## config.mk

```make
export PLATFORM = sky130hd
export DESIGN_NAME = lift_call_door_controller
export DESIGN_NICKNAME = d
export VERILOG_FILES = /design/src/lcd_pkg.sv /design/src/lcd_dwell_timer.sv /design/src/lift_call_door_controller.sv
export VERILOG_INCLUDE_DIRS = /design/src
export SDC_FILE = /design/constraint.sdc
export NUM_CORES = 1
export LEC_CHECK = 0
export ABC_AREA = 1
export BUFFER_PORTS_ARGS = -buffer_cell sky130_fd_sc_hd__buf_2
export CAP_MARGIN = 40
export CORE_MARGIN = 2
export CORE_UTILIZATION = 27
export CTS_CLUSTER_SIZE = 8
export DETAILED_ROUTE_END_ITERATION = 8
export SYNTH_ARGS = -nofsm -noshare
export SYNTH_HDL_FRONTEND = slang
export SYNTH_SLANG_ARGS = --single-unit
```

## constraint.sdc

```tcl
create_clock -name clk_sys -period 2.77 [get_ports clk_sys]
set_input_delay 0.277 -clock clk_sys [delete_from_list [all_inputs] [get_ports clk_sys]]
set_output_delay 0.277 -clock clk_sys [all_outputs]
set_load 0.02 [all_outputs]
```

## src/lcd_defs.svh

```systemverilog
// Offsets, field positions, reset values and timing counts.
// Assumes inclusion by its bare name from the package and the testbench.
`ifndef LCD_DEFS_SVH
`define LCD_DEFS_SVH

// ----------------
// Register byte offsets
// ----------------
`define LCD_OFS_CTRL     8'h00
`define LCD_OFS_DWELL    8'h04
`define LCD_OFS_STATUS   8'h08
`define LCD_OFS_INTSTAT  8'h0C
`define LCD_OFS_INTMASK  8'h10

// ----------------
// Field positions
// ----------------
`define LCD_CTRL_GOODS   0
`define LCD_CTRL_ENABLE  1
`define LCD_ST_FLOOR_LSB 0
`define LCD_ST_STATE_LSB 4
`define LCD_ST_OVERLOAD  8
`define LCD_ST_LOCKED    9
`define LCD_ST_ZONE      10
`define LCD_ST_CALLS_LSB 16
`define LCD_INT_ACCEPT   0
`define LCD_INT_ARRIVE   1
`define LCD_INT_REOPEN   2
`define LCD_INT_OVERLOAD 3
`define LCD_INT_BITS     4

// ----------------
// Reset values and timing
// ----------------
`define LCD_CTRL_RESET   2'h0
`define LCD_MASK_RESET   4'h0
`define LCD_DWELL_MS     5000
`define LCD_CLK_KHZ      20000
`define LCD_DWELL_CYCLES (`LCD_DWELL_MS * `LCD_CLK_KHZ)
`define LCD_RESP_OKAY    2'h0
`define LCD_RESP_SLVERR  2'h2

`endif

```

## src/lcd_pkg.sv

```systemverilog
// Types shared by the lift call and door controller modules.
// Assumes lcd_defs.svh is on the include path.
`default_nettype none

package lcd_pkg;
    `include "lcd_defs.svh"

    typedef enum logic [2:0] {
        ST_IDLE   = 3'b000,
        ST_CLOSE  = 3'b001,
        ST_REOPEN = 3'b010,
        ST_START  = 3'b011,
        ST_RUN    = 3'b100,
        ST_OPEN   = 3'b101,
        ST_DWELL  = 3'b110
    } lcd_state_type;
endpackage

`default_nettype wire

```

## src/lcd_dwell_timer.sv

```systemverilog
// Door dwell timer: counts a loaded number of clock cycles and pulses
// expired for one cycle when the count runs out.
// Assumes one clock and a synchronous active-high reset.
`default_nettype none

module lcd_dwell_timer
    import lcd_pkg::*;
#(
    parameter int W = 32
) (
    input  wire logic         clk_sys,
    input  wire logic         rst,
    input  wire logic         load,
    input  wire logic [W-1:0] loadValue,
    input  wire logic         abort,
    output logic              expired,
    output logic              running
);
    logic [W-1:0] count;

    // ----------------
    // Counter
    // ----------------
    always_ff @(posedge clk_sys) begin
        if (rst) begin
            count   <= '0;
            running <= 1'b0;
            expired <= 1'b0;
        end else begin
            expired <= 1'b0;
            if (abort) begin
                running <= 1'b0;
            end else if (load) begin
                // A zero load still waits one cycle before expiring.
                count   <= (loadValue == '0) ? W'(1) : loadValue;
                running <= 1'b1;
            end else if (running) begin
                if (count == W'(1)) begin
                    running <= 1'b0;
                    expired <= 1'b1;
                end
                count <= count - W'(1);
            end
        end
    end
endmodule

`default_nettype wire

```

## src/lift_call_door_controller.sv

```systemverilog
// Lift call registration, door sequencing and start interlock for a
// call-and-send dumbwaiter or a single-button goods lift.
// Assumes synchronous pin inputs, one 20 MHz clock and an AXI4-Lite
// master that keeps at most one write and one read under way.
//
// The AXI4-Lite register port and the register offsets were decided locally.
`default_nettype none

module lift_call_door_controller
    import lcd_pkg::*;
#(
    parameter int          FLOORS       = 4,
    parameter logic [31:0] DWELL_CYCLES = 32'(`LCD_DWELL_CYCLES)
) (
    input  wire logic              clk_sys,
    input  wire logic              rst,
    input  wire logic [7:0]        s_axi_awaddr,
    input  wire logic              s_axi_awvalid,
    output logic                   s_axi_awready,
    input  wire logic [31:0]       s_axi_wdata,
    input  wire logic [3:0]        s_axi_wstrb,
    input  wire logic              s_axi_wvalid,
    output logic                   s_axi_wready,
    output logic [1:0]             s_axi_bresp,
    output logic                   s_axi_bvalid,
    input  wire logic              s_axi_bready,
    input  wire logic [7:0]        s_axi_araddr,
    input  wire logic              s_axi_arvalid,
    output logic                   s_axi_arready,
    output logic [31:0]            s_axi_rdata,
    output logic [1:0]             s_axi_rresp,
    output logic                   s_axi_rvalid,
    input  wire logic              s_axi_rready,
    input  wire logic [FLOORS-1:0] landingBtn,
    input  wire logic [FLOORS-1:0] carBtn,
    input  wire logic              doorCloseBtn,
    input  wire logic [FLOORS-1:0] atFloor,
    input  wire logic              inUnlockZone,
    input  wire logic              carDoorLocked,
    input  wire logic [FLOORS-1:0] landingDoorLocked,
    input  wire logic              doorsFullyOpen,
    input  wire logic              safetyEdge,
    input  wire logic              overload,
    output logic [FLOORS-1:0]      callLamp,
    output logic                   inUseLamp,
    output logic [FLOORS-1:0]      buzzer,
    output logic                   doorOpenCmd,
    output logic                   doorCloseCmd,
    output logic                   driveRun,
    output logic                   driveUp,
    output logic                   carDoorLockCmd,
    output logic                   alarmSound,
    output logic                   alarmLamp,
    output logic                   irq
);
    localparam int FW = (FLOORS > 1) ? $clog2(FLOORS) : 1;

    lcd_state_type          state;
    lcd_state_type          next_state;
    logic [1:0]             ctrl;
    logic [31:0]            dwell;
    logic [`LCD_INT_BITS-1:0] intStat;
    logic [`LCD_INT_BITS-1:0] intMask;
    logic [FLOORS-1:0]      calls;
    logic [FLOORS-1:0]      next_calls;
    logic [FW-1:0]          carFloor;
    logic [FW-1:0]          target;
    logic                   overloadQ;
    logic                   dwellLoad;
    logic                   dwellExpired;
    logic                   awTaken;
    logic                   wTaken;
    logic [7:0]             awAddr;
    logic [31:0]            wData;
    logic [3:0]             wStrb;

    // ----------------
    // Derived conditions
    // ----------------
    logic              goods;
    logic              enable;
    logic              allLocked;
    logic              inZone;
    logic [FLOORS-1:0] hereMask;
    logic [FLOORS-1:0] setMask;
    logic [FLOORS-1:0] elsewhere;
    logic              arrive;
    logic              hereCall;
    logic              carPress;
    logic [FW-1:0]     pick;
    logic [FW-1:0]     zoneFloor;

    assign goods     = ctrl[`LCD_CTRL_GOODS];
    assign enable    = ctrl[`LCD_CTRL_ENABLE];
    assign allLocked = carDoorLocked & (&landingDoorLocked);
    assign inZone    = |atFloor;
    assign elsewhere = calls & ~hereMask;
    assign arrive    = (state == ST_RUN) && atFloor[target];
    assign hereCall  = goods && inZone && |(landingBtn & atFloor);
    assign carPress  = goods && (|carBtn || doorCloseBtn);

    always_comb begin
        hereMask = '0;
        pick     = '0;
        zoneFloor = carFloor;
        for (int i = FLOORS - 1; i >= 0; i--) begin
            if (FW'(i) == carFloor)
                hereMask[i] = 1'b1;
            if (elsewhere[i])
                pick = FW'(i);
            if (atFloor[i])
                zoneFloor = FW'(i);
        end
    end

    // Calls for the floor the car stands at are not registered: in goods
    // mode such a landing press reopens the doors instead.
    always_comb begin
        setMask = landingBtn;
        if (goods)
            setMask = landingBtn | carBtn;
        if (state != ST_RUN && inZone)
            setMask = setMask & ~atFloor;
        if (!enable)
            setMask = '0;
        next_calls = calls | setMask;
        if (arrive)
            next_calls[target] = 1'b0;
    end

    // ----------------
    // Sequencer
    // ----------------
    always_comb begin
        next_state = state;
        dwellLoad  = 1'b0;
        case (state)
            ST_IDLE:
                if (!enable)
                    next_state = ST_IDLE;
                else if (!goods) begin
                    if (|elsewhere && allLocked && !overload)
                        next_state = ST_RUN;
                end else if (hereCall)
                    next_state = ST_OPEN;
                else if (|elsewhere || carPress)
                    next_state = ST_CLOSE;
            ST_CLOSE:
                if (hereCall)
                    next_state = ST_OPEN;
                else if (safetyEdge)
                    next_state = ST_REOPEN;
                else if (allLocked)
                    next_state = ST_START;
            ST_REOPEN:
                if (doorsFullyOpen)
                    next_state = ST_CLOSE;
            ST_START:
                if (hereCall)
                    next_state = ST_OPEN;
                else if (!(|elsewhere))
                    next_state = ST_IDLE;
                else if (!allLocked)
                    next_state = ST_CLOSE;
                else if (!overload)
                    next_state = ST_RUN;
            ST_RUN:
                if (arrive)
                    next_state = goods ? ST_OPEN : ST_IDLE;
            ST_OPEN:
                if (doorsFullyOpen) begin
                    next_state = ST_DWELL;
                    dwellLoad  = 1'b1;
                end
            ST_DWELL:
                if (carPress || dwellExpired)
                    next_state = ST_CLOSE;
            default:
                next_state = ST_IDLE;
        endcase
    end

    lcd_dwell_timer #(
        .W(32)
    ) u_dwell (
        .clk_sys  (clk_sys),
        .rst      (rst),
        .load     (dwellLoad),
        .loadValue(dwell),
        .abort    (state == ST_DWELL && carPress),
        .expired  (dwellExpired),
        .running  ()
    );

    always_ff @(posedge clk_sys) begin
        if (rst) begin
            state    <= ST_IDLE;
            calls    <= '0;
            carFloor <= '0;
            target   <= '0;
        end else begin
            state    <= next_state;
            calls    <= next_calls;
            carFloor <= zoneFloor;
            if (next_state == ST_RUN && state != ST_RUN)
                target <= pick;
        end
    end

    // ----------------
    // Registered outputs
    // ----------------
    assign callLamp = calls;

    // The in-use lamp follows the next call value so that it turns
    // on at the very edge at which the call is taken.
    always_ff @(posedge clk_sys) begin
        if (rst) begin
            inUseLamp      <= 1'b0;
            buzzer         <= '0;
            doorOpenCmd    <= 1'b0;
            doorCloseCmd   <= 1'b0;
            driveRun       <= 1'b0;
            driveUp        <= 1'b0;
            carDoorLockCmd <= 1'b1;
            alarmSound     <= 1'b0;
            alarmLamp      <= 1'b0;
        end else begin
            inUseLamp <= |next_calls || next_state != ST_IDLE;
            buzzer    <= '0;
            if (!goods && state == ST_IDLE && |elsewhere)
                buzzer <= hereMask;
            doorOpenCmd  <= next_state == ST_OPEN ||
                            next_state == ST_REOPEN;
            doorCloseCmd <= next_state == ST_CLOSE;
            driveRun     <= next_state == ST_RUN && allLocked;
            driveUp      <= (next_state == ST_RUN && state != ST_RUN)
                            ? (pick > carFloor) : (target > carFloor);
            carDoorLockCmd <= !inUnlockZone;
            alarmSound     <= overload;
            alarmLamp      <= overload;
        end
    end

    // ----------------
    // Register bus
    // ----------------
    logic        wrFire;
    logic        rdFire;
    logic [31:0] statusWord;
    logic [`LCD_INT_BITS-1:0] events;

    assign wrFire = awTaken && wTaken && !s_axi_bvalid;
    assign rdFire = s_axi_arvalid && s_axi_arready;

    always_comb begin
        statusWord = '0;
        for (int i = 0; i < FW && i < 4; i++)
            statusWord[`LCD_ST_FLOOR_LSB + i] = carFloor[i];
        for (int i = 0; i < 3; i++)
            statusWord[`LCD_ST_STATE_LSB + i] = state[i];
        statusWord[`LCD_ST_OVERLOAD] = overload;
        statusWord[`LCD_ST_LOCKED]   = allLocked;
        statusWord[`LCD_ST_ZONE]     = inUnlockZone;
        for (int i = 0; i < FLOORS && i < 16; i++)
            statusWord[`LCD_ST_CALLS_LSB + i] = calls[i];
    end

    always_ff @(posedge clk_sys) begin
        if (rst) begin
            awTaken       <= 1'b0;
            wTaken        <= 1'b0;
            awAddr        <= '0;
            wData         <= '0;
            wStrb         <= '0;
            s_axi_awready <= 1'b1;
            s_axi_wready  <= 1'b1;
            s_axi_bvalid  <= 1'b0;
            s_axi_bresp   <= `LCD_RESP_OKAY;
        end else begin
            if (s_axi_awvalid && s_axi_awready) begin
                awTaken       <= 1'b1;
                awAddr        <= s_axi_awaddr;
                s_axi_awready <= 1'b0;
            end
            if (s_axi_wvalid && s_axi_wready) begin
                wTaken       <= 1'b1;
                wData        <= s_axi_wdata;
                wStrb        <= s_axi_wstrb;
                s_axi_wready <= 1'b0;
            end
            if (wrFire) begin
                s_axi_bvalid <= 1'b1;
                s_axi_bresp  <= (awAddr == `LCD_OFS_CTRL ||
                                 awAddr == `LCD_OFS_DWELL ||
                                 awAddr == `LCD_OFS_INTMASK)
                                ? `LCD_RESP_OKAY : `LCD_RESP_SLVERR;
            end
            if (s_axi_bvalid && s_axi_bready) begin
                s_axi_bvalid  <= 1'b0;
                awTaken       <= 1'b0;
                wTaken        <= 1'b0;
                s_axi_awready <= 1'b1;
                s_axi_wready  <= 1'b1;
            end
        end
    end

    // Write strobes are honoured per byte only for the dwell count; the
    // narrow control registers live in byte lane 0.
    always_ff @(posedge clk_sys) begin
        if (rst) begin
            ctrl    <= `LCD_CTRL_RESET;
            dwell   <= DWELL_CYCLES;
            intMask <= `LCD_MASK_RESET;
        end else if (wrFire) begin
            if (awAddr == `LCD_OFS_CTRL && wStrb[0])
                ctrl <= wData[1:0];
            else if (awAddr == `LCD_OFS_DWELL) begin
                for (int b = 0; b < 4; b++)
                    if (wStrb[b])
                        dwell[8*b +: 8] <= wData[8*b +: 8];
            end else if (awAddr == `LCD_OFS_INTMASK && wStrb[0])
                intMask <= wData[`LCD_INT_BITS-1:0];
        end
    end

    always_ff @(posedge clk_sys) begin
        if (rst) begin
            s_axi_arready <= 1'b1;
            s_axi_rvalid  <= 1'b0;
            s_axi_rdata   <= '0;
            s_axi_rresp   <= `LCD_RESP_OKAY;
        end else begin
            if (rdFire) begin
                s_axi_arready <= 1'b0;
                s_axi_rvalid  <= 1'b1;
                s_axi_rresp   <= `LCD_RESP_OKAY;
                if (s_axi_araddr == `LCD_OFS_CTRL) begin
                    s_axi_rdata <= {30'h0, ctrl};
                end else if (s_axi_araddr == `LCD_OFS_DWELL) begin
                    s_axi_rdata <= dwell;
                end else if (s_axi_araddr == `LCD_OFS_STATUS) begin
                    s_axi_rdata <= statusWord;
                end else if (s_axi_araddr == `LCD_OFS_INTSTAT) begin
                    s_axi_rdata <= {28'h0, intStat};
                end else if (s_axi_araddr == `LCD_OFS_INTMASK) begin
                    s_axi_rdata <= {28'h0, intMask};
                end else begin
                    s_axi_rdata <= '0;
                    s_axi_rresp <= `LCD_RESP_SLVERR;
                end
            end else if (s_axi_rvalid && s_axi_rready) begin
                s_axi_rvalid  <= 1'b0;
                s_axi_arready <= 1'b1;
            end
        end
    end

    // ----------------
    // Interrupts
    // ----------------
    always_comb begin
        events = '0;
        events[`LCD_INT_ACCEPT]   = |(setMask & ~calls);
        events[`LCD_INT_ARRIVE]   = arrive;
        events[`LCD_INT_REOPEN]   = state == ST_CLOSE && safetyEdge &&
                                    !hereCall;
        events[`LCD_INT_OVERLOAD] = overload && !overloadQ;
    end

    // A read clears the sticky bits, but an event in the same cycle is
    // kept so that it cannot slip between the read and the clear.
    always_ff @(posedge clk_sys) begin
        if (rst) begin
            intStat   <= '0;
            overloadQ <= 1'b0;
            irq       <= 1'b0;
        end else begin
            overloadQ <= overload;
            if (rdFire && s_axi_araddr == `LCD_OFS_INTSTAT)
                intStat <= events;
            else
                intStat <= intStat | events;
            irq <= |((intStat | events) & intMask) &&
                   !(rdFire && s_axi_araddr == `LCD_OFS_INTSTAT &&
                     !(|(events & intMask)));
        end
    end
endmodule

`default_nettype wire

```

# == Yosys cells after proc, flatten, opt, wreduce, memory -nomap -nowiden ==
# Cells that the tools add are included.
# op_classes
add_sub_neg,1
magnitude_cmp,4
n_eq_ne,21
mux,63
n_bitwise,20
reduce_logical,75
# ops
op,n
two-way mux 32 bit,5
two-way mux 3 bit,17
OR reduction 4 bit,9
"== test 32 x 1 -> 1 bit, second input constant",1
zero test 32 bit,1
"subtractor 32 x 1 -> 32 bit, second input constant",1
bitwise AND 4 bit,7
logical AND 1 bit,28
two-way mux 4 bit,7
two-way mux 2 bit,12
AND reduction 4 bit,6
case mux 3 bit (7 select lines),1
two-way mux 20 bit,1
two-way mux 1 bit,18
"== test 8 x 3 -> 1 bit, second input constant",2
"== test 8 x 4 -> 1 bit, second input constant",2
"== test 8 x 5 -> 1 bit, second input constant",2
zero test 8 bit,2
NOT 4 bit,4
"== test 3 bit, second input constant",5
bitwise OR 4 bit,3
"== test 3 x 2 -> 1 bit, second input constant",3
zero test 1 bit,8
OR reduction 2 bit,4
other kinds (18),35
# totals
ff_bits,186
inputBits,81
output_inout_bits,58
wordCells,221

# == Depth between registers and ports, before layout ==
# Gate-level depths: netlist of run 1.
# logic_depth
word_depth,14
depth_mapped,15
mapped_depth_nobuf,15

# == By module ==
# Synthesis of run 1 repeated with hierarchy kept, for this count alone.
# hier_totals
hier_cells,1334
hier_area_um2,9007.4
# modules_own_cells
module,n_inst,cells_each,area_each_um2
lift_call_door_controller,1,864,6278.5
lcd_dwell_timer,1,470,2728.9

# == Worst setup path after synthesis of run 1 ==
# OpenSTA, ideal clock, no wires.
# synth_timing
path_kind,register to register
start,reg u_dwell.count[0]
end,reg u_dwell.count[28]
setup_ps,132
arrival_time_ps,1581
required_time_ps,2638
setup_slack_ps,1056
path_stages_with_launch,11
synth_period_minus_slack_ps,1714
cell_sequence,dfxtp_1 -> inv_1 -> ha_1 -> nand2_1 -> nor2_2 -> inv_1 -> nor3_1 -> nand3_1 -> xnor2_1 -> o21ai_0 -> a21oi_1
# synth_between
elab_chain_len,3
# synth_rtl
element,line,text
"start, declared",lcd_dwell_timer.sv:19,logic [W-1:0] count;
"start signal, assigned",lcd_dwell_timer.sv:35,count <= (loadValue == '0) ? W'(1) : loadValue;
"start signal, assigned",lcd_dwell_timer.sv:42,count <= count - W'(1);
subtractor 32 x 1 -> 32 bit,lcd_dwell_timer.sv:42,
two-way mux 32 bit,lcd_dwell_timer.sv:37,end else if (running) begin
two-way mux 32 bit,lcd_dwell_timer.sv:33,end else if (load) begin
# Every way passes these cells. The select of a mux whose other input is x is not followed.
# A chain may end at the register's enable or synchronous reset.

# == Final worst setup path of run 1 ==
# layout_timing
start,reg ctrl[0]
end,reg target[0]
# layout_between
elab_chain_len,9
# layout_rtl
element,line,text
"start, declared",lift_call_door_controller.sv:60,logic [1:0] ctrl;
"start signal, assigned",lift_call_door_controller.sv:313,ctrl <= `LCD_CTRL_RESET;
"start signal, assigned",lift_call_door_controller.sv:318,ctrl <= wData[1:0];
logical AND 1 bit,lift_call_door_controller.sv:100,assign carPress = goods && (|carBtn || doorCloseBtn);
logical OR 1 bit,lift_call_door_controller.sv:146,else if (|elsewhere || carPress)
two-way mux 3 bit,lift_call_door_controller.sv:146,
two-way mux 3 bit,lift_call_door_controller.sv:144,end else if (hereCall)
two-way mux 3 bit,lift_call_door_controller.sv:141,else if (!goods) begin
two-way mux 3 bit,lift_call_door_controller.sv:139,if (!enable)
case mux 3 bit (7 select lines) *,lift_call_door_controller.sv:137,case (state)
== test 3 bit *,lift_call_door_controller.sv:205,if (next_state == ST_RUN && state != ST_RUN)
logical AND 1 bit *,lift_call_door_controller.sv:205,
"end signal, assigned",lift_call_door_controller.sv:206,target <= pick;
"end, declared",lift_call_door_controller.sv:67,logic [FW-1:0] target;
# Mark *: on every way between the ends. The rest lies on a longest branch, timed or not.

==> results of run 1 <==
-- worst max-delay path by stage --
stage,from,to
floorplan,u_dwell.count[0],u_dwell.count[28]
global placement,ctrl[0],target[0]
detailed placement,ctrl[0],target[0]
CTS,ctrl[0],target[0]
global route,ctrl[0],target[0]
finish,ctrl[0],target[0]
-- per-stage QoR --
stage	setup slack (ps)	cells
3_3_place_gp	703	1711
5_1_grt	464	1744
3_5_place_dp	732	1712
2_1_floorplan	1060	1220
4_1_cts	712	1744
6_report	645	1744
-- kinds of logic (layout without fill, tap and decap cells) --
kind of cell | count (synthesis) | after routing
other | 1 | 2
adder cells (fa/ha/maj) | 6 | 6
AO/OA/AOI/OAI | 303 | 303
flip-flops | 184 | 184
XOR/XNOR | 7 | 7
AND/OR/NAND/NOR | 536 | 536
buffers and inverters | 181 | 309
multiplexers | 1 | 1
-- power breakdown --
part	internal [mW]	switching (mW)
logic	0.137	0.248
clock network	1.31	1.15
registers	2.72	0.0451
total	4.16	1.44
-- critical path, cell delays in order (launching register included) --
cell and delay [ps]:
sky130_fd_sc_hd__dfxtp_1 730, sky130_fd_sc_hd__nand2_1 290, sky130_fd_sc_hd__nand4_1 190, sky130_fd_sc_hd__nand2_1 70, sky130_fd_sc_hd__nor2_1 190, sky130_fd_sc_hd__nand3_1 190
sky130_fd_sc_hd__nor2_2 200, sky130_fd_sc_hd__nand2_1 70, sky130_fd_sc_hd__nand2_1 60, sky130_fd_sc_hd__nor2_1 40
-- placed cells by master (no fill, tap or decap), types with 3 or more instances in the layout --
cell type / count
sky130_fd_sc_hd__clkinv_4: 3
sky130_fd_sc_hd__xnor2_1: 3
sky130_fd_sc_hd__nor4_1: 14
sky130_fd_sc_hd__o211ai_1: 9
sky130_fd_sc_hd__o21ai_0: 123
sky130_fd_sc_hd__buf_4: 10
sky130_fd_sc_hd__a211oi_1: 5
sky130_fd_sc_hd__buf_2: 136
sky130_fd_sc_hd__a21oi_1: 134
sky130_fd_sc_hd__xor2_1: 4
sky130_fd_sc_hd__nor2_2: 9
sky130_fd_sc_hd__o221ai_1: 6
sky130_fd_sc_hd__o22ai_1: 8
sky130_fd_sc_hd__nand3b_1: 4
sky130_fd_sc_hd__nor3_1: 16
sky130_fd_sc_hd__inv_2: 8
sky130_fd_sc_hd__inv_1: 120
sky130_fd_sc_hd__nand4_1: 13
sky130_fd_sc_hd__dfxtp_1: 184
sky130_fd_sc_hd__nor3_2: 4
sky130_fd_sc_hd__o31ai_1: 4
sky130_fd_sc_hd__inv_8: 4
sky130_fd_sc_hd__or2_2: 5
sky130_fd_sc_hd__nand3_1: 68
sky130_fd_sc_hd__clkbuf_16: 17
sky130_fd_sc_hd__inv_6: 3
sky130_fd_sc_hd__nor2_1: 169
sky130_fd_sc_hd__nand2_2: 7
sky130_fd_sc_hd__a31oi_1: 4
sky130_fd_sc_hd__o21ai_1: 5
sky130_fd_sc_hd__nor2_4: 3
sky130_fd_sc_hd__ha_1: 6
sky130_fd_sc_hd__nand2_1: 215
-- cell usage after synthesis, types with 2 or more instances --
cell	n	share of area (%)
sky130_fd_sc_hd__o21ai_1	5	0.29
sky130_fd_sc_hd__nor2_1	169	7.5
sky130_fd_sc_hd__inv_1	121	5.3
sky130_fd_sc_hd__buf_2	12	0.71
sky130_fd_sc_hd__nor3_1	17	1.0
sky130_fd_sc_hd__o211ai_1	9	0.79
sky130_fd_sc_hd__o21ai_0	123	7.2
sky130_fd_sc_hd__o221ai_1	6	0.62
sky130_fd_sc_hd__dfxtp_1	184	43
sky130_fd_sc_hd__nand3_1	68	4.0
sky130_fd_sc_hd__nand3_2	2	0.24
sky130_fd_sc_hd__xnor2_1	3	0.31
sky130_fd_sc_hd__nor3_2	3	0.35
sky130_fd_sc_hd__nor2_4	3	0.40
sky130_fd_sc_hd__buf_1	3	0.13
sky130_fd_sc_hd__xor2_1	4	0.41
sky130_fd_sc_hd__a31oi_1	4	0.29
sky130_fd_sc_hd__a21oi_1	134	7.9
sky130_fd_sc_hd__or2_2	5	0.37
sky130_fd_sc_hd__clkbuf_1	34	1.5
sky130_fd_sc_hd__o22ai_1	8	0.59
sky130_fd_sc_hd__ha_1	6	0.88
sky130_fd_sc_hd__nand2_2	7	0.52
sky130_fd_sc_hd__nand2_4	2	0.26
sky130_fd_sc_hd__inv_2	7	0.31
sky130_fd_sc_hd__nor2_2	9	0.66
sky130_fd_sc_hd__a211oi_1	5	0.44
sky130_fd_sc_hd__nor4_1	14	1.0
sky130_fd_sc_hd__nand4_1	13	0.96
sky130_fd_sc_hd__nand3b_1	4	0.35
sky130_fd_sc_hd__nand2_1	215	9.5
sky130_fd_sc_hd__buf_4	4	0.35
sky130_fd_sc_hd__o31ai_1	4	0.35
-- registers in the layout (all words and copies together) (netlist names), 3 cells and up --
name,count
state,3
s_axi_rdata,32
wData,32
callLamp,4
intStat,4
dwell,32
wStrb,4
awAddr,8
buzzer,4
u_dwell.count,32
intMask,4
-- cell type report --
type	count	share of cell area (%)
clock buffers	18	4.31
flip-flops and latches	184	36.1
inverters	128	4.71
well taps	396	4.86
multi-input cells	855	40.4
repair buffers	149	8.07
clock inverters	14	1.56
-- metal layers --
| metal | track usage, % | vias to the layer above |
|---|---|---|
| met4 | 4.88 | 2 |
| li1 | - | 4268 |
| met2 | 24.8 | 230 |
| met1 | 20.5 | 3867 |
| met3 | 2.79 | 30 |
| met5 | 0 | - |
==> impl_metrics.xml, run 1 <==
<?xml version="1.0" encoding="UTF-8"?>
<metrics>
  <group name="routing">
    <metric name="route.vias.total" unit="">8397</metric>
    <metric name="wl_met3" unit="um">1280</metric>
    <metric name="firstDrtPassIters" unit="">5</metric>
    <metric name="drtAntennaViolNets" unit="">0</metric>
    <metric name="met2RoutedLength" unit="um">11700</metric>
    <metric name="detail_route.iter0.violations" unit="">615</metric>
    <metric name="remaining_design_rule_violation_count" unit="">0</metric>
    <metric name="overall_routed_net_length" unit="um">25400</metric>
    <metric name="route.detailed.vias_per_inst" unit="">4.81</metric>
    <metric name="route.top_layer_used" unit="">met5</metric>
    <metric name="met1_length" unit="um">11900</metric>
    <metric name="average_wire_length_per_cell_after_detail_routing" unit="um">14.6</metric>
  </group>
  <group name="run_status">
    <metric name="status" unit="">complete, no violations</metric>
  </group>
  <group name="timing">
    <metric name="setup_violations" unit="">0</metric>
    <metric name="slew_viol_final" unit="">0</metric>
    <metric name="final_hold_violation_count" unit="">0</metric>
    <metric name="setup_tns" unit="ps">0</metric>
    <metric name="holdWs" unit="ps">64.5</metric>
    <metric name="final_worst_clock_skew" unit="ps">10.9</metric>
    <metric name="timing.slew.headroom" unit="%">52.0</metric>
    <metric name="post-route-period-util" unit="%">76.7</metric>
    <metric name="worst_pin_slew" unit="ps">720</metric>
    <metric name="fmax" unit="MHz">471</metric>
    <metric name="min_period" unit="ps">2120</metric>
    <metric name="grt_setup_unrepaired" unit="">false</metric>
  </group>
  <group name="grt">
    <metric name="gr-total-overflow" unit="">0</metric>
    <metric name="grt_max_degree" unit="">59</metric>
    <metric name="grt_first_pass_wirelength" unit="um">40300</metric>
    <metric name="vias_in_the_first_global_route" unit="">7734</metric>
    <metric name="grtUsageTotal" unit="%">15.2</metric>
    <metric name="grt_antenna_before_repair" unit="">1</metric>
  </group>
  <group name="finish">
    <metric name="final_cell_area" unit="sq um">10200</metric>
    <metric name="antenna_cells" unit="">0</metric>
    <metric name="fill_cell_instance_count_of_the_final_layout" unit="">3283</metric>
    <metric name="multi_input_comb_area" unit="sq um">4120</metric>
    <metric name="regArea" unit="sq um">3680</metric>
    <metric name="layout-drive-gt1-share" unit="%">16.6</metric>
    <metric name="synthToLayoutAreaGrowth" unit="%">20.0</metric>
    <metric name="design.final.nets" unit="">1422</metric>
    <metric name="final_core_utilization" unit="%">33.1</metric>
  </group>
  <group name="synthesis">
    <metric name="synth-compound-area-share" unit="%">19.0</metric>
    <metric name="synth_xor_xnor_area_share" unit="%">0.721</metric>
    <metric name="synth_enable_flop_cells" unit="">0</metric>
    <metric name="ys_async_sr_fraction" unit="%">0</metric>
    <metric name="netlist-cell-type-count" unit="">45</metric>
    <metric name="synth.yosys.seq_area_share" unit="%">43.3</metric>
    <metric name="synth.cell_area" unit="sq um">8500</metric>
    <metric name="post_synthesis_area_per_instance" unit="sq um">6.97</metric>
    <metric name="ys_warn_count" unit="">0</metric>
    <metric name="dominantRegCellSynth" unit="">sky130_fd_sc_hd__dfxtp_1</metric>
    <metric name="number_of_register_bits_inferred_by_synthesis" unit="">184</metric>
    <metric name="synthSimpleGateAreaFrac" unit="%">27.5</metric>
    <metric name="yosys-mux-area-fraction" unit="%">0.118</metric>
    <metric name="syn_inst" unit="">1219</metric>
    <metric name="post_synth_fa_ha_maj_area_fraction" unit="%">0.883</metric>
    <metric name="synth_top_family_by_area" unit="">simple AND/OR/NAND/NOR gates</metric>
  </group>
  <group name="hold_path">
    <metric name="worstHoldPathCells" unit="">2</metric>
    <metric name="hold_path_class" unit="">in2reg</metric>
    <metric name="hold_path_startpoint" unit="">atFloor[1]</metric>
    <metric name="whs_endpoint" unit="">carFloor[1]</metric>
  </group>
  <group name="clock_tree">
    <metric name="cts.path.max_buffers" unit="">2</metric>
    <metric name="tritoncts" unit="">done</metric>
    <metric name="cts_max_level" unit="">4</metric>
    <metric name="cts-buffers-inserted" unit="">17</metric>
    <metric name="clock_latency_at_the_later_pin_of_the_worst_skew_pair" unit="ps">440</metric>
    <metric name="worst_setup_hold_path_clk_slew" unit="ps">70</metric>
    <metric name="hold_buffers" unit="">0</metric>
    <metric name="cts_num_sinks" unit="">184</metric>
    <metric name="clock-root-buffer" unit="">sky130_fd_sc_hd__clkbuf_16</metric>
    <metric name="cts-resized-gates" unit="">0</metric>
    <metric name="post-cts-setup-buffer-count" unit="">0</metric>
  </group>
  <group name="power">
    <metric name="p_leak" unit="nW">4.62</metric>
    <metric name="vdd_drop_max" unit="uV">377</metric>
    <metric name="power-per-cell-area" unit="nW/um^2">549</metric>
    <metric name="design_power_total" unit="mW">5.60</metric>
  </group>
  <group name="die">
    <metric name="die-width" unit="um">181</metric>
    <metric name="placeableCoreArea" unit="sq um">30800</metric>
    <metric name="design.portCount" unit="">139</metric>
    <metric name="chipHeight" unit="um">181</metric>
    <metric name="placementRows" unit="">64</metric>
    <metric name="initial_utilization" unit="%">27.6</metric>
    <metric name="full_die_area" unit="sq um">32900</metric>
  </group>
  <group name="placed_design">
    <metric name="post_dp_cell_area" unit="sq um">9600</metric>
    <metric name="routabilityCongestion" unit="">0.906</metric>
    <metric name="dpl.hpwl" unit="um">19100</metric>
    <metric name="buffer_ports.inserted" unit="">136</metric>
  </group>
  <group name="critical_path">
    <metric name="crit-reg2reg-launch" unit="">ctrl[0]</metric>
    <metric name="critPathArrivalTime" unit="ps">2450</metric>
    <metric name="timing.critical_path.fanout_max" unit="">14</metric>
    <metric name="category_of_the_worst_setup_path_launch_point" unit="">flip-flop</metric>
    <metric name="flop_to_flop_setup_slack" unit="ps">650</metric>
    <metric name="path_class" unit="">reg2reg</metric>
    <metric name="reg2reg_to" unit="">target[0]</metric>
    <metric name="worst-r2r-cell-count" unit="">9</metric>
    <metric name="worst_setup_path_end_kind" unit="">flip-flop</metric>
    <metric name="worst-endpoint-required" unit="ps">3100</metric>
  </group>
  <group name="flow_run">
    <metric name="max-cap-violations" unit="">0</metric>
  </group>
</metrics>
Power figures use the tool's default switching activity.
==> run 2: changes to the inputs <==
--- a/config.mk
+++ b/config.mk
@@ -6,7 +6,7 @@
 export SDC_FILE = /design/constraint.sdc
 export NUM_CORES = 1
 export LEC_CHECK = 0
-export ABC_AREA = 1
+export ABC_AREA = 0
 export BUFFER_PORTS_ARGS = -buffer_cell sky130_fd_sc_hd__buf_2
 export CAP_MARGIN = 40
 export CORE_MARGIN = 2
==> constraint.sdc (replaced) <==
create_clock -name clk_sys -period 2.1 [get_ports clk_sys]
set_input_delay 0.21 -clock clk_sys [delete_from_list [all_inputs] [get_ports clk_sys]]
set_output_delay 0.21 -clock clk_sys [all_outputs]
set_load 0.02 [all_outputs]
==> run 2 against run 1 <==
Against the previous run:
- the run now ends with setup timing left
- sequential power is 31% higher
- largest cell class unchanged
- highest routed layer is now met4
- synthesized cell count fell by 16%
- critical path depth down 2
- utilization up 3.3 points
==> impl_metrics.xml, run 2 <==
<?xml version="1.0" encoding="UTF-8"?>
<metrics>
  <group name="grt">
    <metric name="vias_in_the_first_global_route" unit="">7640</metric>
    <metric name="grt_max_degree" unit="">86</metric>
    <metric name="grtUsageTotal" unit="%">15.7</metric>
    <metric name="grt_first_pass_wirelength" unit="um">41300</metric>
    <metric name="grt_antenna_before_repair" unit="">0</metric>
    <metric name="gr-total-overflow" unit="">0</metric>
  </group>
  <group name="synthesis">
    <metric name="netlist-cell-type-count" unit="">72</metric>
    <metric name="syn_inst" unit="">1022</metric>
    <metric name="synth_top_family_by_area" unit="">simple AND/OR/NAND/NOR gates</metric>
    <metric name="synth.yosys.seq_area_share" unit="%">44.0</metric>
    <metric name="commonest_cells_in_the_synthesized_netlist" unit="">sky130_fd_sc_hd__dfxtp_1 (184), sky130_fd_sc_hd__nand2_1 (140), sky130_fd_sc_hd__a21oi_1 (112)</metric>
    <metric name="synth_top_area_share" unit="%">44.0</metric>
    <metric name="number_of_register_bits_inferred_by_synthesis" unit="">184</metric>
    <metric name="synth.cell_area" unit="sq um">8380</metric>
    <metric name="synthSimpleGateAreaFrac" unit="%">25.0</metric>
    <metric name="dominantRegCellSynth" unit="">sky130_fd_sc_hd__dfxtp_1</metric>
    <metric name="post_synth_fa_ha_maj_area_fraction" unit="%">0.896</metric>
    <metric name="yosys-mux-area-fraction" unit="%">2.26</metric>
    <metric name="post_synth_main_area_contributors" unit="">sky130_fd_sc_hd__dfxtp_1 (44%), sky130_fd_sc_hd__a21oi_1 (6.7%), sky130_fd_sc_hd__nand2_1 (6.3%), sky130_fd_sc_hd__nor2_1 (4.9%), sky130_fd_sc_hd__a22oi_1 (3.9%)</metric>
    <metric name="synth_enable_flop_cells" unit="">0</metric>
    <metric name="synth-compound-area-share" unit="%">22.6</metric>
    <metric name="ys_warn_count" unit="">0</metric>
    <metric name="synth_largest_area_cell" unit="">sky130_fd_sc_hd__dfxtp_1</metric>
    <metric name="synth_xor_xnor_area_share" unit="%">0.627</metric>
    <metric name="post_synthesis_area_per_instance" unit="sq um">8.20</metric>
    <metric name="post-synth-top-count-cell" unit="">sky130_fd_sc_hd__dfxtp_1</metric>
    <metric name="ys_async_sr_fraction" unit="%">0</metric>
  </group>
  <group name="timing">
    <metric name="slew_viol_final" unit="">0</metric>
    <metric name="timing.slew.headroom" unit="%">47.6</metric>
    <metric name="worst_pin_slew" unit="ps">785</metric>
    <metric name="grt_setup_unrepaired" unit="">true</metric>
    <metric name="fmax" unit="MHz">447</metric>
    <metric name="final_hold_violation_count" unit="">0</metric>
    <metric name="final_worst_clock_skew" unit="ps">13.1</metric>
    <metric name="finalWorstSetupSlack" unit="ps">-138</metric>
    <metric name="post-route-period-util" unit="%">107</metric>
    <metric name="min_period" unit="ps">2240</metric>
    <metric name="setup_violations" unit="">8</metric>
  </group>
  <group name="die">
    <metric name="full_die_area" unit="sq um">32500</metric>
    <metric name="chipHeight" unit="um">180</metric>
    <metric name="die-width" unit="um">180</metric>
    <metric name="placementRows" unit="">64</metric>
    <metric name="initial_utilization" unit="%">27.4</metric>
    <metric name="placeableCoreArea" unit="sq um">30600</metric>
    <metric name="design.portCount" unit="">139</metric>
  </group>
  <group name="placed_design">
    <metric name="post_dp_cell_area" unit="sq um">10100</metric>
    <metric name="routabilityCongestion" unit="">0.908</metric>
    <metric name="dpl.hpwl" unit="um">18800</metric>
    <metric name="buffer_ports.inserted" unit="">136</metric>
  </group>
  <group name="critical_path">
    <metric name="worst-r2r-cell-count" unit="">7</metric>
    <metric name="reg2reg_to" unit="">u_dwell.count[30]</metric>
    <metric name="critical_path.most_common_cell" unit="">sky130_fd_sc_hd__or4_4</metric>
    <metric name="path_class" unit="">reg2reg</metric>
    <metric name="flop_to_flop_setup_slack" unit="ps">-140</metric>
    <metric name="worst-endpoint-required" unit="ps">2480</metric>
    <metric name="worst_path_largest_cell_delay" unit="ps">530</metric>
    <metric name="crit_slowest_cell" unit="">sky130_fd_sc_hd__or4_4</metric>
    <metric name="critPathArrivalTime" unit="ps">2620</metric>
    <metric name="critPathLaunch" unit="">u_dwell.count[20]</metric>
    <metric name="timing.critical_path.fanout_max" unit="">7</metric>
    <metric name="crit-reg2reg-launch" unit="">u_dwell.count[20]</metric>
    <metric name="crit_path_cell_trace" unit="">or4_4, or4_4, buf_4, or4_1, nand2_1, a21oi_2, nor3_2</metric>
    <metric name="setup.worst_path.end" unit="">u_dwell.count[30]</metric>
    <metric name="category_of_the_worst_setup_path_launch_point" unit="">flip-flop</metric>
    <metric name="worst_setup_path_end_kind" unit="">flip-flop</metric>
  </group>
  <group name="finish">
    <metric name="antenna_cells" unit="">0</metric>
    <metric name="final_core_utilization" unit="%">36.4</metric>
    <metric name="layout_commonest_cell" unit="">sky130_fd_sc_hd__dfxtp_1</metric>
    <metric name="layout-drive-gt1-share" unit="%">25.5</metric>
    <metric name="most-common-layout-cells" unit="">sky130_fd_sc_hd__dfxtp_1 (179), sky130_fd_sc_hd__nand2_1 (138), sky130_fd_sc_hd__buf_2 (135)</metric>
    <metric name="synthToLayoutAreaGrowth" unit="%">33.0</metric>
    <metric name="design.final.nets" unit="">1314</metric>
    <metric name="final_cell_area" unit="sq um">11100</metric>
  </group>
  <group name="routing">
    <metric name="overall_routed_net_length" unit="um">26200</metric>
    <metric name="firstDrtPassIters" unit="">5</metric>
    <metric name="average_wire_length_per_cell_after_detail_routing" unit="um">16.0</metric>
    <metric name="route.vias.total" unit="">8239</metric>
    <metric name="drtAntennaViolNets" unit="">0</metric>
    <metric name="remaining_design_rule_violation_count" unit="">0</metric>
    <metric name="detail_route.iter0.violations" unit="">567</metric>
    <metric name="route.detailed.vias_per_inst" unit="">5.04</metric>
  </group>
  <group name="clock_tree">
    <metric name="cts.path.max_buffers" unit="">2</metric>
    <metric name="worst_setup_hold_path_clk_slew" unit="ps">70</metric>
    <metric name="cts-buffers-inserted" unit="">17</metric>
    <metric name="cts_max_level" unit="">4</metric>
    <metric name="cts_num_sinks" unit="">184</metric>
    <metric name="clock_latency_at_the_later_pin_of_the_worst_skew_pair" unit="ps">440</metric>
    <metric name="tritoncts" unit="">done</metric>
    <metric name="clock-root-buffer" unit="">sky130_fd_sc_hd__clkbuf_16</metric>
  </group>
  <group name="run_status">
    <metric name="status" unit="">finished with violations</metric>
    <metric name="failing_checks" unit="">setup timing</metric>
  </group>
  <group name="power">
    <metric name="vdd_drop_max" unit="uV">504</metric>
    <metric name="p_leak" unit="nW">4.51</metric>
    <metric name="power-per-cell-area" unit="nW/um^2">679</metric>
    <metric name="design_power_total" unit="mW">7.57</metric>
  </group>
  <group name="hold_path">
    <metric name="hold_path_class" unit="">in2reg</metric>
  </group>
  <group name="flow_run">
    <metric name="max-cap-violations" unit="">0</metric>
  </group>
</metrics>
==> run 2: changes by cell type after synthesis, sizes merged, moves of 12 or more <==
cell | previous run | this run
clkbuf | 34 | 63
a21oi | 135 | 112
inv | 128 | 17
nor2 | 181 | 109
nand2 | 224 | 140
nor3 | 20 | 33
a22oi | 0 | 43
nor2b | 0 | 14
and3 | 0 | 14
a211o | 1 | 13
a22o | 0 | 19
nand3 | 70 | 38
o21ai | 128 | 33
==> run 2: worst min-delay path by stage <==
stage	depth (start not counted)	end	slack, ps	start
floorplan	1	carFloor[0]	280	atFloor[0]
global placement	2	s_axi_wready	420	s_axi_wvalid
detailed placement	2	s_axi_wready	430	s_axi_wvalid
CTS	3	wData[20]	0.6	s_axi_wdata[20]
global route	3	wData[20]	10	s_axi_wdata[20]
finish	3	awAddr[7]	20	s_axi_awaddr[7]
==> run 2: layer usage <==
layer	vias to the layer above	part of all wire (%)	GRT usage [%]	wire (um)
met5	-	0	0	0
met4	0	1.5	4.58	389
met3	34	4.4	2.81	1160
met2	222	46	24.9	12100
met1	3876	48	21.7	12600
li1	4107	-	-	-
==> run 2: timing repair <==
action,in CTS,in global routing
cloned,0,1
setup endpoints to repair,11,46
pin swaps,3,6
setup buffers,0,8
endpoints found under the hold margin,24,0
resized for setup,3,25
hold buffers,24,0
==> run 2: power by group <==
| group | switching [mW] | total [mW] | internal, mW |
|---|---|---|---|
| Clock | 1.50 | 3.45 | 1.94 |
| Sequential | 0.0539 | 3.61 | 3.56 |
| Combinational | 0.299 | 0.510 | 0.210 |
==> run 2: cell type report <==
| type | instances | area (sq um) |
|---|---|---|
| clock buffer | 19 | 443 |
| timing repair buffer | 264 | 1800 |
| tap | 396 | 495 |
| inverter | 17 | 63.8 |
| multi-input combinational | 743 | 4470 |
| sequential | 184 | 3690 |
| clock inverter | 13 | 175 |
| fill | 3235 | 19400 |
==> run 2: logic make-up after synthesis <==
group	after synthesis
fa+ha+maj	6
simple gates	426
buf+inv	96
mux	15
xor+xnor	6
flops	184
other cells	1
compound gates	288
==> run 2: worst max-delay path, delay by kind of cell (launching register included) <==
family	cells	cell delay, ps
buf+inv	1	180
compound gates	1	50
flops	1	310
simple gates	5	1630
==> run 2: metrics by stage <==
step                      hold slack [ps]  cells  setup slack [ps]  setup TNS, ps
after floorplan                       282   1023              -129           -340
after global placement                418   1571              -142           -645
after detailed placement              428   1571              -148           -989
after CTS                           0.587   1627              -135           -498
after global routing                 12.7   1636              -197          -1490
final                                21.0   1636              -138           -685
==> run 3: changes to the inputs <==
--- a/config.mk
+++ b/config.mk
@@ -7,6 +7,7 @@
 export NUM_CORES = 1
 export LEC_CHECK = 0
 export ABC_AREA = 0
+export ABC_CLOCK_PERIOD_IN_PS = 2100
 export BUFFER_PORTS_ARGS = -buffer_cell sky130_fd_sc_hd__buf_2
 export CAP_MARGIN = 40
 export CORE_MARGIN = 2
@@ -15,4 +16,5 @@
 export DETAILED_ROUTE_END_ITERATION = 8
 export SYNTH_ARGS = -nofsm -noshare
 export SYNTH_HDL_FRONTEND = slang
+export SYNTH_HIERARCHICAL = 1
 export SYNTH_SLANG_ARGS = --single-unit
==> run 3 against run 2 <==
Against the previous run:
- the run still ends with setup timing left
- wire length increased by 0.72%
- combinational power decreased by 6.5%
- cell count increased by 0.61%
- sequential share of layout area increased by 0.24 points
- die area increased by 0.78%
- count of clock-buffer cells in the layout decreased by 2
- final area decreased by 0.72%
- synthesized cell count increased by 2.0%
- hold slack got worse by 5.3 ps
- register-to-register slack improved by 60 ps
- sequential power about the same
==> impl_metrics.xml, run 3 <==
<?xml version="1.0" encoding="UTF-8"?>
<metrics>
  <group name="run_status">
    <metric name="status" unit="">finished with violations</metric>
    <metric name="failing_checks" unit="">setup timing</metric>
  </group>
  <group name="clock_tree">
    <metric name="clock_latency_at_the_later_pin_of_the_worst_skew_pair" unit="ps">430</metric>
    <metric name="cts_num_sinks" unit="">184</metric>
    <metric name="cts-buffers-inserted" unit="">17</metric>
    <metric name="tritoncts" unit="">done</metric>
    <metric name="worst_setup_hold_path_clk_slew" unit="ps">80</metric>
    <metric name="cts_max_level" unit="">4</metric>
    <metric name="cts.path.max_buffers" unit="">2</metric>
    <metric name="clock-root-buffer" unit="">sky130_fd_sc_hd__clkbuf_16</metric>
  </group>
  <group name="power">
    <metric name="pwr-share-clk" unit="%">44.2</metric>
    <metric name="power.share.combinational" unit="%">6.5</metric>
    <metric name="power.switching_fraction" unit="%">24.6</metric>
    <metric name="vdd_drop_max" unit="uV">536</metric>
    <metric name="internal-power" unit="mW">5.53</metric>
    <metric name="pwr-share-seq" unit="%">49.3</metric>
    <metric name="p_leak" unit="nW">4.46</metric>
    <metric name="power-per-cell-area" unit="nW/um^2">663</metric>
    <metric name="switching_power" unit="mW">1.80</metric>
  </group>
  <group name="critical_path">
    <metric name="critPathArrivalTime" unit="ps">2490</metric>
    <metric name="reg2reg_to" unit="">u_dwell/count[26]</metric>
    <metric name="worst_setup_path_end_kind" unit="">flip-flop</metric>
    <metric name="path_class" unit="">reg2reg</metric>
    <metric name="crit-reg2reg-launch" unit="">u_dwell/count[4]</metric>
    <metric name="worst-endpoint-required" unit="ps">2410</metric>
    <metric name="worst-r2r-cell-count" unit="">5</metric>
    <metric name="category_of_the_worst_setup_path_launch_point" unit="">flip-flop</metric>
    <metric name="timing.critical_path.fanout_max" unit="">4</metric>
    <metric name="flop_to_flop_setup_slack" unit="ps">-80</metric>
  </group>
  <group name="timing">
    <metric name="min_period" unit="ps">2180</metric>
    <metric name="fmax" unit="MHz">459</metric>
    <metric name="timing.slew.headroom" unit="%">48.4</metric>
    <metric name="final_hold_violation_count" unit="">0</metric>
    <metric name="setup_violations" unit="">3</metric>
    <metric name="finalWorstSetupSlack" unit="ps">-79.3</metric>
    <metric name="setup_tns" unit="ps">-164</metric>
    <metric name="slew_viol_final" unit="">0</metric>
    <metric name="final_worst_clock_skew" unit="ps">10.3</metric>
    <metric name="post-route-period-util" unit="%">104</metric>
    <metric name="grt_setup_unrepaired" unit="">true</metric>
    <metric name="worst_pin_slew" unit="ps">773</metric>
  </group>
  <group name="routing">
    <metric name="overall_routed_net_length" unit="um">26400</metric>
    <metric name="route.detailed.vias_per_inst" unit="">5.04</metric>
    <metric name="route.vias.total" unit="">8295</metric>
    <metric name="drtAntennaViolNets" unit="">0</metric>
    <metric name="detail_route.iter0.violations" unit="">562</metric>
    <metric name="firstDrtPassIters" unit="">5</metric>
    <metric name="remaining_design_rule_violation_count" unit="">0</metric>
    <metric name="average_wire_length_per_cell_after_detail_routing" unit="um">16.1</metric>
  </group>
  <group name="finish">
    <metric name="layout_commonest_cell" unit="">sky130_fd_sc_hd__dfxtp_1</metric>
    <metric name="fill_cell_instance_count_of_the_final_layout" unit="">3226</metric>
    <metric name="design.final.nets" unit="">1326</metric>
    <metric name="antenna_cells" unit="">0</metric>
    <metric name="final_core_utilization" unit="%">36.1</metric>
    <metric name="most-common-layout-cells" unit="">sky130_fd_sc_hd__dfxtp_1 (179), sky130_fd_sc_hd__nand2_1 (160), sky130_fd_sc_hd__buf_2 (135)</metric>
    <metric name="layout-drive-gt1-share" unit="%">27.1</metric>
    <metric name="synthToLayoutAreaGrowth" unit="%">31.0</metric>
    <metric name="layoutNonFillerInstCount" unit="">1646</metric>
    <metric name="regArea" unit="sq um">3690</metric>
    <metric name="multi_input_comb_area" unit="sq um">4570</metric>
  </group>
  <group name="flow_run">
    <metric name="max-cap-violations" unit="">0</metric>
  </group>
  <group name="die">
    <metric name="full_die_area" unit="sq um">32700</metric>
    <metric name="initial_utilization" unit="%">27.5</metric>
    <metric name="placementRows" unit="">64</metric>
    <metric name="design.portCount" unit="">139</metric>
    <metric name="chipHeight" unit="um">181</metric>
    <metric name="placeableCoreArea" unit="sq um">30700</metric>
    <metric name="die-width" unit="um">181</metric>
  </group>
  <group name="synthesis">
    <metric name="synth_top_area_share" unit="%">43.6</metric>
    <metric name="synth_enable_flop_cells" unit="">0</metric>
    <metric name="post_synthesis_area_per_instance" unit="sq um">8.10</metric>
    <metric name="ys_warn_count" unit="">6</metric>
    <metric name="post_synth_main_area_contributors" unit="">sky130_fd_sc_hd__dfxtp_1 (44%), sky130_fd_sc_hd__nand2_1 (7.1%), sky130_fd_sc_hd__a21oi_1 (6.2%), sky130_fd_sc_hd__nor2_1 (4.8%), sky130_fd_sc_hd__a22oi_1 (3.4%)</metric>
    <metric name="synth.cell_area" unit="sq um">8440</metric>
    <metric name="commonest_cells_in_the_synthesized_netlist" unit="">sky130_fd_sc_hd__dfxtp_1 (184), sky130_fd_sc_hd__nand2_1 (160), sky130_fd_sc_hd__nor2_1 (107)</metric>
    <metric name="syn_inst" unit="">1042</metric>
    <metric name="post-synth-top-count-cell" unit="">sky130_fd_sc_hd__dfxtp_1</metric>
    <metric name="synth_largest_area_cell" unit="">sky130_fd_sc_hd__dfxtp_1</metric>
    <metric name="number_of_register_bits_inferred_by_synthesis" unit="">184</metric>
    <metric name="synth.yosys.seq_area_share" unit="%">43.6</metric>
    <metric name="ys_async_sr_fraction" unit="%">0</metric>
    <metric name="netlist-cell-type-count" unit="">78</metric>
    <metric name="dominantRegCellSynth" unit="">sky130_fd_sc_hd__dfxtp_1</metric>
  </group>
  <group name="grt">
    <metric name="grt_antenna_before_repair" unit="">0</metric>
    <metric name="gr-total-overflow" unit="">0</metric>
    <metric name="grt_max_degree" unit="">60</metric>
    <metric name="grt.met3_usage" unit="%">2.92</metric>
    <metric name="grt_first_pass_wirelength" unit="um">42400</metric>
    <metric name="grt.met1_usage" unit="%">22.6</metric>
    <metric name="grt_util_met2" unit="%">24.3</metric>
    <metric name="vias_in_the_first_global_route" unit="">7897</metric>
    <metric name="gr-max-usage-layer" unit="">met2</metric>
    <metric name="grtUsageTotal" unit="%">15.9</metric>
  </group>
  <group name="placed_design">
    <metric name="routabilityCongestion" unit="">0.889</metric>
    <metric name="placed_cells_incl_taps" unit="">1610</metric>
    <metric name="buffer_ports.inserted" unit="">136</metric>
    <metric name="dpl.hpwl" unit="um">19700</metric>
  </group>
  <group name="hold_path">
    <metric name="whs_endpoint" unit="">wData[0]</metric>
    <metric name="hold_path_class" unit="">in2reg</metric>
    <metric name="worstHoldPathCells" unit="">3</metric>
    <metric name="hold_path_startpoint" unit="">s_axi_wdata[0]</metric>
  </group>
</metrics>
[run 3: worst max-delay path, stage by stage (launching register included)]
cell	delay (ps)
sky130_fd_sc_hd__dfxtp_1	310
sky130_fd_sc_hd__or4_4	550
sky130_fd_sc_hd__or4_4	540
sky130_fd_sc_hd__o41a_1	370
sky130_fd_sc_hd__a221oi_2	230
sky130_fd_sc_hd__nor2_1	60
[run 3: kinds of logic (layout without fill, tap and decap cells)]
group	after synthesis	count (layout)	synth area share (%)
fa+ha+maj	6	6	0.889
mux	14	14	1.99
simple gates	471	471	27.3
other cells	1	2	0.0444
buf+inv	93	300	4.67
flops	184	184	43.6
xor+xnor	5	5	0.519
compound gates	268	268	21.0
[run 3: how the worst max path moves through the flow]
| stage | from | to | cells after the start |
|---|---|---|---|
| after global routing | u_dwell/count[4] | u_dwell/count[26] | 5 |
| after CTS | u_dwell/count[11] | u_dwell/count[26] | 5 |
| after global placement | carBtn[0] | u_dwell/count[28] | 9 |
| after detailed placement | carBtn[0] | u_dwell/count[28] | 9 |
| after floorplan | u_dwell/count[11] | u_dwell/count[26] | 6 |
| final | u_dwell/count[4] | u_dwell/count[26] | 5 |
[run 3: layer usage]
metal / wire length [um] / share of wire [%] / vias to the layer above
met3: 1300 / 4.9 / 28
met2: 11500 / 43 / 231
met1: 13200 / 50 / 3896
met5: 0 / 0 / -
li1: - / - / 4140
met4: 465 / 1.8 / 0
[run 3: power by group through the flow]
| stage | sequential [mW] | combinational, mW | clock (mW) |
|---|---|---|---|
| finish | 3.61 | 0.477 | 3.24 |
| global route | 3.62 | 0.530 | 3.47 |
| CTS | 3.61 | 0.477 | 3.32 |
| detailed placement | 3.69 | 0.466 | 0 |
| global placement | 3.69 | 0.460 | 0 |
| floorplan | 3.69 | 0.267 | 0 |
[run 3: metrics by stage]
step           hold WS [ps]  setup slack, ps  area [sq um]  power [mW]
2_1_floorplan           284             -161          8490        3.96
3_3_place_gp            416             -237         10200        4.15
3_5_place_dp            423             -272         10200        4.16
4_1_cts               0.230            -45.1         10900        7.41
5_1_grt                1.93             -132         11100        7.62
6_report               15.7            -79.3         11100        7.33
[run 3: layout make-up]
class | instances | share of cell area, %
Timing Repair Buffer | 255 | 15.1
Clock inverter | 13 | 1.44
Tap cell | 396 | 4.48
Sequential cell | 184 | 33.4
Inverter | 15 | 0.509
Multi-Input combinational cell | 766 | 41.3
Clock buffer | 17 | 3.85
[run 3: what timing repair did]
| item | CTS | global route |
|---|---|---|
| cloned | 0 | 0 |
| hold buffers | 5 | 0 |
| pin swaps | 4 | 10 |
| endpoints found under the hold margin | 5 | 0 |
| setup buffers | 1 | 0 |
| setup endpoints to repair | 17 | 46 |
| resized for setup | 9 | 34 |
